File: config.mk
export PLATFORM = sky130hd
export DESIGN_NAME = operating_mode_power_controller
export DESIGN_NICKNAME = d
export VERILOG_FILES = /design/src/opmode_pkg.sv /design/src/pin_sync3.sv /design/src/operating_mode_power_controller.sv
export SDC_FILE = /design/constraint.sdc
export NUM_CORES = 1
export LEC_CHECK = 0
export ABC_AREA = 1
export BUFFER_PORTS_ARGS = -buffer_cell sky130_fd_sc_hd__buf_2
export CORE_UTILIZATION = 51
export CTS_BUF_LIST = sky130_fd_sc_hd__clkbuf_8
export CTS_CLUSTER_SIZE = 8
export DETAILED_ROUTE_END_ITERATION = 16
export GPL_ROUTABILITY_DRIVEN = 0
export PLACE_DENSITY = 0.77
export SYNTH_ARGS = -nofsm -noshare
export SYNTH_HDL_FRONTEND = slang
export SYNTH_SLANG_ARGS = --single-unit
File: constraint.sdc
create_clock -name clk_sys_in -period 1.9 [get_ports clk_sys_in]
set_clock_uncertainty 0.15 [all_clocks]
set_input_delay 0.19 -clock clk_sys_in [delete_from_list [all_inputs] [get_ports clk_sys_in]]
set_output_delay 0.19 -clock clk_sys_in [all_outputs]
set_load 0.02 [all_outputs]
File: src/opmode_pkg.sv
// Purpose: shared constants and types of the operating mode controller
// Assumes: 10 MHz system clock, one clock domain
// Notes: pin widths are fixed; settle time is a least time, rounded up
package opmode_pkg;

	// widths of the wake source groups
	localparam int PORTA_W = 8;
	localparam int IRQ_W = 8;

	// clock select codes
	localparam logic [2:0] SEL_SUB = 3'h7;
	localparam logic [2:0] SEL_RESET = 3'h0;
	localparam logic [1:0] HS_FREQ_RESET = 2'h0;

	// reset values of the flags and idle level of port a pins
	localparam logic PDF_RESET = 1'b0;
	localparam logic TOF_RESET = 1'b0;
	localparam logic [PORTA_W-1:0] PORTA_IDLE = 8'hff;
	localparam logic [IRQ_W-1:0] IRQ_NONE = 8'h00;

	// high-speed oscillator settle time after enable or frequency change
	localparam int CLK_PERIOD_NS = 100;
	localparam int HS_SETTLE_NS = 16000;
	localparam int HS_SETTLE_CYCLES = (HS_SETTLE_NS + CLK_PERIOD_NS - 1) / CLK_PERIOD_NS;
	localparam int SETTLE_W = 8;
	localparam logic [SETTLE_W-1:0] SETTLE_LAST = SETTLE_W'(HS_SETTLE_CYCLES);

	// operating states
	typedef enum logic [3:0] {
		st_fast,
		st_to_slow,
		st_slow,
		st_to_fast,
		st_sleep,
		st_idle_subclk_only,
		st_idle_both_clocks,
		st_idle_hsclk_only
	} op_state_t;

endpackage

File: src/pin_sync3.sv
// Purpose: three-stage synchroniser with agreement filter for async inputs
// Assumes: inputs come from outside the clk_sys_in domain
// Notes: output moves only once the second and third stages agree
`timescale 1ns/100ps
module pin_sync3 #(
	parameter int W = 1,
	parameter logic [W-1:0] RST = '0
) (
	// clock and reset
	input wire logic clk_sys_in,
	input wire logic resetn_in,
	// raw and filtered levels
	input wire logic [W-1:0] raw_in,
	output logic [W-1:0] clean_out
);

	logic [W-1:0] s1;
	logic [W-1:0] s2;
	logic [W-1:0] s3;
	wire logic [W-1:0] agree = ~(s2 ^ s3);

	// stage chain; first stage feeds only the second
	always_ff @(posedge clk_sys_in or negedge resetn_in) begin
		if (!resetn_in) begin
			s1 <= RST;
			s2 <= RST;
			s3 <= RST;
			clean_out <= RST;
		end else begin
			s1 <= raw_in;
			s2 <= s1;
			s3 <= s2;
			clean_out <= (s2 & agree) | (clean_out & ~agree);
		end
	end

endmodule

File: src/operating_mode_power_controller.sv
// Purpose: fast/slow clock switching, halt into sleep or idle, and wake-up
// Assumes: cpu core holds registers, memory and ports frozen while cpu_run_out is low
// Notes: watchdog counter and interrupt flags live outside; this block steers them
//
// Behaviour
// - select code 111 in fast operation moves system clock to the sub clock.
// - switch into slow completes only once the low-speed oscillator is stable.
// - codes 000 to 110 return to fast, system clock high-speed divided 1 to 64.
// - return to fast waits for high-speed oscillator restabilisation, shown by stable flag.
// - halt with both idle enables low enters sleep; only watchdog keeps running.
// - halt with hs enable low, ls enable high enters sub-clock-only idle.
// - halt with both idle enables high enters idle with both clocks running.
// - halt with hs enable high, ls enable low enters high-speed-only idle.
// - sleep or idle stops program at halt, all state retained.
// - halt sets the power-down flag and clears the watchdog timeout flag.
// - entering sleep or idle clears the watchdog counter, which keeps counting.
// - wake on enabled port a falling edge, system interrupt or watchdog overflow.
// - power-down flag clears only on power-up or clear-watchdog instruction.
// - watchdog wake sets timeout flag, resets only program counter and stack pointer.
// - per-pin mask enables port a wake; execution resumes after halt.
// - disabled waking interrupt or full stack resumes after halt; interrupt stays pending.
// - enabled waking interrupt with stack not full gets the normal interrupt response.
// - interrupt flagged before halt cannot wake the device.
// - stable flag clears on enable or frequency change, sets after settling.
// - low-speed oscillator stays on during halt while the watchdog is enabled.
`timescale 1ns/100ps
module operating_mode_power_controller (
	// clock and reset
	input wire logic clk_sys_in,
	input wire logic resetn_in,
	// cpu core
	input wire logic halt_in,
	input wire logic wdt_clear_instr_in,
	input wire logic stack_full_in,
	// clock control bits
	input wire logic [2:0] sysclk_select_in,
	input wire logic hs_osc_idle_enable_in,
	input wire logic ls_osc_idle_enable_in,
	input wire logic hs_osc_enable_in,
	input wire logic [1:0] hs_freq_select_in,
	input wire logic wdt_enable_in,
	// oscillator ready levels, asynchronous
	input wire logic hs_osc_ready_in,
	input wire logic ls_osc_ready_in,
	// wake sources
	input wire logic [opmode_pkg::PORTA_W-1:0] porta_in,
	input wire logic [opmode_pkg::PORTA_W-1:0] porta_wake_mask_in,
	input wire logic [opmode_pkg::IRQ_W-1:0] irq_request_in,
	input wire logic [opmode_pkg::IRQ_W-1:0] irq_enable_in,
	input wire logic wdt_overflow_in,
	// clock steering
	output logic sysclk_use_sub_out,
	output logic [2:0] sysclk_div_sel_out,
	output logic [1:0] hs_freq_out,
	output logic hs_osc_en_out,
	output logic ls_osc_en_out,
	output logic hs_clk_run_out,
	output logic sub_clk_run_out,
	output logic cpu_run_out,
	// status flags
	output logic hs_osc_stable_flag_out,
	output logic powerdown_flag_out,
	output logic wdt_timeout_flag_out,
	// one-cycle actions
	output logic wdt_counter_clear_out,
	output logic wake_resume_out,
	output logic wake_irq_response_out,
	output logic pc_sp_reset_out,
	// current state
	output logic [3:0] op_state_out
);

	opmode_pkg::op_state_t state;
	opmode_pkg::op_state_t next_state;
	opmode_pkg::op_state_t halt_target;

	logic resume_slow;
	logic [opmode_pkg::PORTA_W-1:0] porta_prev;
	logic [opmode_pkg::IRQ_W-1:0] irq_before_halt;
	logic [opmode_pkg::SETTLE_W-1:0] settle_cnt;
	logic [1:0] freq_seen;
	logic next_hs_en;
	logic next_ls_en;

	wire logic [opmode_pkg::PORTA_W-1:0] porta_clean;
	wire logic [1:0] ready_clean;

	// synchronise port a pins
	pin_sync3 #(
		.W(opmode_pkg::PORTA_W),
		.RST(opmode_pkg::PORTA_IDLE)
	) u_porta_sync (
		.clk_sys_in(clk_sys_in),
		.resetn_in(resetn_in),
		.raw_in(porta_in),
		.clean_out(porta_clean)
	);

	// synchronise oscillator ready levels
	pin_sync3 #(
		.W(2),
		.RST(2'h0)
	) u_ready_sync (
		.clk_sys_in(clk_sys_in),
		.resetn_in(resetn_in),
		.raw_in({hs_osc_ready_in, ls_osc_ready_in}),
		.clean_out(ready_clean)
	);

	wire logic hs_ready = ready_clean[1];
	wire logic ls_ready = ready_clean[0];

	// state classes
	wire logic in_run = (state == opmode_pkg::st_fast) || (state == opmode_pkg::st_slow);
	wire logic in_low_power = (state == opmode_pkg::st_sleep) ||
		(state == opmode_pkg::st_idle_subclk_only) ||
		(state == opmode_pkg::st_idle_both_clocks) ||
		(state == opmode_pkg::st_idle_hsclk_only);
	wire logic sel_is_sub = (sysclk_select_in == opmode_pkg::SEL_SUB);

	// halt is taken only while the program runs
	wire logic halt_take = halt_in && in_run;
	wire logic [1:0] idle_pair = {hs_osc_idle_enable_in, ls_osc_idle_enable_in};

	// wake sources
	wire logic [opmode_pkg::PORTA_W-1:0] porta_fall =
		porta_prev & ~porta_clean & porta_wake_mask_in;
	wire logic [opmode_pkg::IRQ_W-1:0] irq_new = irq_request_in & ~irq_before_halt;
	wire logic wake_port = |porta_fall;
	wire logic wake_irq = |irq_new;
	wire logic wake_any = in_low_power && (wake_port || wake_irq || wdt_overflow_in);
	wire logic irq_serviceable = (|(irq_new & irq_enable_in)) && !stack_full_in;

	// stable flag restarts on enable rise or frequency change
	wire logic hs_restart = (next_hs_en && !hs_osc_en_out) ||
		(hs_freq_select_in != freq_seen);
	wire logic settle_done = (settle_cnt == opmode_pkg::SETTLE_LAST);

	// low-power mode chosen from the idle enable pair
	always_comb begin
		case (idle_pair)
			2'b00: halt_target = opmode_pkg::st_sleep;
			2'b01: halt_target = opmode_pkg::st_idle_subclk_only;
			2'b11: halt_target = opmode_pkg::st_idle_both_clocks;
			2'b10: halt_target = opmode_pkg::st_idle_hsclk_only;
			default: halt_target = opmode_pkg::st_sleep;
		endcase
	end

	// next operating state
	always_comb begin
		next_state = state;
		case (state)
			opmode_pkg::st_fast: begin
				if (halt_take) begin
					next_state = halt_target;
				end else if (sel_is_sub) begin
					next_state = opmode_pkg::st_to_slow;
				end
			end
			opmode_pkg::st_to_slow: begin
				if (!sel_is_sub) begin
					next_state = opmode_pkg::st_fast;
				end else if (ls_ready) begin
					next_state = opmode_pkg::st_slow;
				end
			end
			opmode_pkg::st_slow: begin
				if (halt_take) begin
					next_state = halt_target;
				end else if (!sel_is_sub) begin
					next_state = opmode_pkg::st_to_fast;
				end
			end
			opmode_pkg::st_to_fast: begin
				if (sel_is_sub) begin
					next_state = opmode_pkg::st_slow;
				end else if (hs_osc_stable_flag_out) begin
					next_state = opmode_pkg::st_fast;
				end
			end
			opmode_pkg::st_sleep,
			opmode_pkg::st_idle_subclk_only,
			opmode_pkg::st_idle_both_clocks,
			opmode_pkg::st_idle_hsclk_only: begin
				if (wake_any) begin
					next_state = resume_slow ? opmode_pkg::st_slow : opmode_pkg::st_to_fast;
				end
			end
			default: next_state = opmode_pkg::st_fast;
		endcase
	end

	// oscillator enables follow the next state
	always_comb begin
		case (next_state)
			opmode_pkg::st_fast,
			opmode_pkg::st_to_fast,
			opmode_pkg::st_to_slow: begin
				next_hs_en = 1'b1;
				next_ls_en = 1'b1;
			end
			opmode_pkg::st_slow: begin
				next_hs_en = hs_osc_enable_in;
				next_ls_en = 1'b1;
			end
			opmode_pkg::st_sleep: begin
				next_hs_en = 1'b0;
				next_ls_en = wdt_enable_in;
			end
			opmode_pkg::st_idle_subclk_only: begin
				next_hs_en = 1'b0;
				next_ls_en = 1'b1;
			end
			opmode_pkg::st_idle_both_clocks: begin
				next_hs_en = 1'b1;
				next_ls_en = 1'b1;
			end
			opmode_pkg::st_idle_hsclk_only: begin
				next_hs_en = 1'b1;
				next_ls_en = wdt_enable_in;
			end
			default: begin
				next_hs_en = 1'b1;
				next_ls_en = 1'b1;
			end
		endcase
	end

	// clock gates and cpu run, decoded from the next state
	wire logic next_low_power = (next_state == opmode_pkg::st_sleep) ||
		(next_state == opmode_pkg::st_idle_subclk_only) ||
		(next_state == opmode_pkg::st_idle_both_clocks) ||
		(next_state == opmode_pkg::st_idle_hsclk_only);
	wire logic next_sub_run = (next_state != opmode_pkg::st_sleep) &&
		(next_state != opmode_pkg::st_idle_hsclk_only);
	wire logic next_use_sub = (next_state == opmode_pkg::st_slow) ||
		(next_state == opmode_pkg::st_to_fast);

	// state register and resume memory
	always_ff @(posedge clk_sys_in or negedge resetn_in) begin
		if (!resetn_in) begin
			state <= opmode_pkg::st_fast;
			resume_slow <= 1'b0;
		end else begin
			state <= next_state;
			if (halt_take) begin
				resume_slow <= (state == opmode_pkg::st_slow);
			end
		end
	end

	// clock steering outputs
	always_ff @(posedge clk_sys_in or negedge resetn_in) begin
		if (!resetn_in) begin
			sysclk_use_sub_out <= 1'b0;
			sysclk_div_sel_out <= opmode_pkg::SEL_RESET;
			hs_osc_en_out <= 1'b1;
			ls_osc_en_out <= 1'b1;
			hs_clk_run_out <= 1'b0;
			sub_clk_run_out <= 1'b1;
			cpu_run_out <= 1'b1;
			op_state_out <= 4'h0;
		end else begin
			sysclk_use_sub_out <= next_use_sub;
			if (next_state == opmode_pkg::st_fast) begin
				sysclk_div_sel_out <= sysclk_select_in;
			end
			hs_osc_en_out <= next_hs_en;
			ls_osc_en_out <= next_ls_en;
			hs_clk_run_out <= next_hs_en && hs_osc_stable_flag_out;
			sub_clk_run_out <= next_sub_run;
			cpu_run_out <= !next_low_power;
			op_state_out <= next_state;
		end
	end

	// high-speed settle counter and stable flag
	always_ff @(posedge clk_sys_in or negedge resetn_in) begin
		if (!resetn_in) begin
			settle_cnt <= '0;
			freq_seen <= opmode_pkg::HS_FREQ_RESET;
			hs_freq_out <= opmode_pkg::HS_FREQ_RESET;
			hs_osc_stable_flag_out <= 1'b0;
		end else begin
			freq_seen <= hs_freq_select_in;
			if (!next_hs_en || hs_restart) begin
				settle_cnt <= '0;
				hs_osc_stable_flag_out <= 1'b0;
			end else begin
				if (hs_ready && !settle_done) begin
					settle_cnt <= settle_cnt + 1'b1;
				end
				hs_osc_stable_flag_out <= settle_done;
			end
			if (hs_osc_stable_flag_out) begin
				hs_freq_out <= freq_seen;
			end
		end
	end

	// power-down and timeout flags; a set beats a clear in the same cycle
	always_ff @(posedge clk_sys_in or negedge resetn_in) begin
		if (!resetn_in) begin
			powerdown_flag_out <= opmode_pkg::PDF_RESET;
			wdt_timeout_flag_out <= opmode_pkg::TOF_RESET;
		end else begin
			if (halt_take) begin
				powerdown_flag_out <= 1'b1;
			end else if (wdt_clear_instr_in) begin
				powerdown_flag_out <= 1'b0;
			end
			if (wdt_overflow_in) begin
				wdt_timeout_flag_out <= 1'b1;
			end else if (halt_take) begin
				wdt_timeout_flag_out <= 1'b0;
			end
		end
	end

	// wake source history
	always_ff @(posedge clk_sys_in or negedge resetn_in) begin
		if (!resetn_in) begin
			porta_prev <= opmode_pkg::PORTA_IDLE;
			irq_before_halt <= opmode_pkg::IRQ_NONE;
		end else begin
			porta_prev <= porta_clean;
			if (halt_take) begin
				irq_before_halt <= irq_request_in;
			end
		end
	end

	// one-cycle action pulses
	always_ff @(posedge clk_sys_in or negedge resetn_in) begin
		if (!resetn_in) begin
			wdt_counter_clear_out <= 1'b0;
			wake_resume_out <= 1'b0;
			wake_irq_response_out <= 1'b0;
			pc_sp_reset_out <= 1'b0;
		end else begin
			wdt_counter_clear_out <= halt_take || wdt_clear_instr_in;
			pc_sp_reset_out <= wake_any && wdt_overflow_in;
			wake_irq_response_out <= wake_any && !wdt_overflow_in &&
				wake_irq && irq_serviceable;
			wake_resume_out <= wake_any && !wdt_overflow_in &&
				!(wake_irq && irq_serviceable);
		end
	end

endmodule

==> flow_metrics.env <==
export IMPL_violations="negative setup slack"
export IMPL_cp_endpoint="hs_clk_run_out$_DFF_PN0_"
export IMPL_io_buffers=70
export IMPL_arrival_ps=2130
export IMPL_clock_sinks=89
export IMPL_crit_start="op_state_out[2]$_DFF_PN0_"
export IMPL_wl_per_cell_um=13.1
export IMPL_worst_pin_slew_ps=823
export IMPL_hold_viol_final=0
export IMPL_fin_crit_sh=1.07
export IMPL_cellPowerDensity_nw_per_um2=1030
export IMPL_fin_util=0.736
export IMPL_drt_iter0_drc=169
export IMPL_ys_seq_area_frac=0.648
export IMPL_intPower_mw=3.31
export IMPL_yosys_top_cells_area="dfstp_2, dfrtp_1, nand2_1"
export IMPL_fin_crit_ps=2030
export IMPL_yosysMostFrequentCell="nand2_1"
export IMPL_hpwl_mm=4.57
export IMPL_p_leak_nw=2.37
export IMPL_ios=71
export IMPL_dpl_cell_area_um2=4080
export IMPL_timing_max_cap_violations=0
export IMPL_grt_pass1_vias=2693
export IMPL_synth_edff_count=0
export IMPL_areaGrowthSynthToFinish_pct=35.7
export IMPL_htree_levels=3
export IMPL_ys_top_cells_by_count="nand2_1, inv_1, dfrtp_1, dfstp_2, nor2_1"
export IMPL_status="finished with violations"
export IMPL_p_sw_frac=0.330
export IMPL_ys_warn_count=0
export IMPL_synth_ff_type="dfrtp_1"
export IMPL_regToRegSetupSlack_ps=-130
export IMPL_synth_nets=389
export IMPL_critPathMaxFanout=4
export IMPL_clk_pin_slew_ps=90
export IMPL_rsz0062_at_grt="yes"
export IMPL_drc_errors=0
export IMPL_vias_per_cell=4.83
export IMPL_start_util=0.542
export IMPL_synth_cell_types=31
export IMPL_num_antenna_cells=0
export IMPL_clockPowerShare=0.238
export IMPL_track_usage=0.215
export IMPL_die_x_um=85.1
export IMPL_avgSynthCellArea_um2=10.5
export IMPL_overflow=0
export IMPL_holdWs_ps=28.1
export IMPL_synth_seq_cells=89
export IMPL_pwr_share_seq=0.474
export IMPL_layout_cells_non_filler=551
export IMPL_relSlewSlack=0.448
export IMPL_async_flop_share=1.00
export IMPL_clkLatencyLatePin_ps=350
export IMPL_cts_root_buffer="clkbuf_8"
export IMPL_dieArea_um2=7240
export IMPL_r2r_cells=13
export IMPL_ir_drop_mv=0.590
export IMPL_synthDominantCellAreaShare=0.328
export IMPL_die_h_um=85.1
export IMPL_vias=2660
export IMPL_wl_mm=7.21
export IMPL_clock_fmax_mhz=491
export IMPL_dp_cells=494
export IMPL_cts_buffers=9
export IMPL_antenna_left=0
export IMPL_grt_pass1_wl_mm=11.9
export IMPL_combinationalPowerShare=0.288
export IMPL_fp_row_count=29
export IMPL_end_kind="register"
export IMPL_rr_endpoint="hs_clk_run_out$_DFF_PN0_"
export IMPL_num_nets_final=523
export IMPL_first_pass_iters=4
export IMPL_cts_buffer_depth=2
export IMPL_yosys_area_top_type="dfstp_2"
export IMPL_min_path_type="in -> reg"
export IMPL_r2r_start="op_state_out[2]$_DFF_PN0_"
export IMPL_setup_viol=16
export IMPL_cp_data_required_time_ps=2000
export IMPL_slew_violations=0
export IMPL_worst_setup_path_type="reg -> reg"
export IMPL_syn_inst=335
export IMPL_antenna_found_initial=0
export IMPL_grt_max_degree=69
export IMPL_final_cell_area_um2=4780
export IMPL_fin_setup_tns_ps=-964
export IMPL_netlist_area_um2=3520
export IMPL_cts_tree="built"
export IMPL_drive_gt1_frac=0.424
export IMPL_p_sw_mw=1.63
export IMPL_core_area_um2=6490
export IMPL_setup_slack_ps=-135
export IMPL_worst_setup_path_start_kind="register"
==> layer usage <==
metal | track usage | part of all wire | vias to the layer above
met5 | 0 | 0 | -
met4 | 0.0863 | 0.031 | 0
li1 | - | - | 1312
met2 | 0.372 | 0.51 | 66
met3 | 0.0545 | 0.039 | 21
met1 | 0.258 | 0.42 | 1261
==> power by group through the flow <==
stage          logic, mW  registers, mW  clock network (mW)
6_report            1.42           2.34                1.17
5_1_grt             1.58           2.37                1.29
4_1_cts             1.27           2.34                1.21
3_5_place_dp        1.16           2.37                   0
3_3_place_gp        1.12           2.36                   0
2_1_floorplan      0.626           2.48                   0
==> critical path, cell delays in order, from the launching register on <==
cell and delay (ps):
dfrtp_1 430, nor2_4 170, inv_4 70, nor2_8 100, nand2_2 80, nand3_2 90, nand2_2 60, nor2_2 120
nand2_2 80, nor2_4 180, nand3_4 120, buf_4 160, nand2_4 70, nor2_1 40
==> cells by family after synthesis <==
kind of cell,count (synthesis),synth area share
DFF,89,0.648
AOI/OAI and AO/OA,22,0.0362
adders and majority gates,15,0.0462
other,1,0.00106
buffers and inverters,55,0.0589
xor gates and xnor gates,6,0.0149
and+or+nand+nor,147,0.195
==> final cells by class <==
cell class / instances / area (um2)
inverters: 54 / 205
well taps: 77 / 96.3
clock buffers: 11 / 151
multi-input cells: 192 / 1180
flip-flops and latches: 89 / 2280
fillers: 454 / 1720
repair buffers: 123 / 836
clock inverters: 5 / 31.3
==> what timing repair did <==
| action | in CTS | in global routing |
|---|---|---|
| endpoints found under the setup margin | 14 | 16 |
| hold buffers | 29 | 0 |
| pin swaps | 4 | 17 |
| setup buffers | 6 | 5 |
| endpoints found under the hold margin | 90 | 0 |
| gates cloned | 1 | 0 |
| resized for setup | 8 | 33 |
==> how the worst min path moves through the flow <==
stage                          start                           end  slack (ps)  depth (start not counted)
floorplan                  resetn_in    asynchronous set/reset pin        -260                          0
global placement           resetn_in  u_ready_sync.s2[0]$_DFF_PN0_         -60                          1
detailed placement         resetn_in  u_ready_sync.s2[0]$_DFF_PN0_         -60                          1
CTS                 irq_enable_in[5]     wake_resume_out$_DFF_PN0_          10                          4
global route        irq_enable_in[5]     wake_resume_out$_DFF_PN0_          30                          4
finish              irq_enable_in[5]     wake_resume_out$_DFF_PN0_          30                          4
==> layout by cell type, fill, tap and decap left out, types with 2 or more instances in the layout <==
master	Yosys	layout
nor2_4	3	9
nor3_1	2	2
nand2_2	1	12
nand4_1	2	2
a221oi_1	2	2
clkinv_4	0	2
buf_2	1	69
ha_1	5	5
clkinv_2	0	2
dfstp_2	44	44
nand3_4	1	3
nand2_4	1	2
xor2_1	6	6
nand3_1	22	17
o21ai_0	15	14
buf_4	0	24
nor4_1	2	2
inv_1	52	51
nand2_1	77	65
dfrtp_1	45	45
dlygate4sd3_1	0	29
nand3_2	3	7
nor2_1	27	17
clkbuf_8	0	11
nor2_2	3	7
inv_2	2	3
maj3_1	10	10
==> stage by stage <==
stage	worst slack, ps	power, mW
floorplan	61.9	3.10
global placement	22.5	3.48
detailed placement	-86.7	3.53
CTS	-64.9	4.82
global route	-255	5.24
finish	-135	4.94
Power figures use the tool's default switching activity.
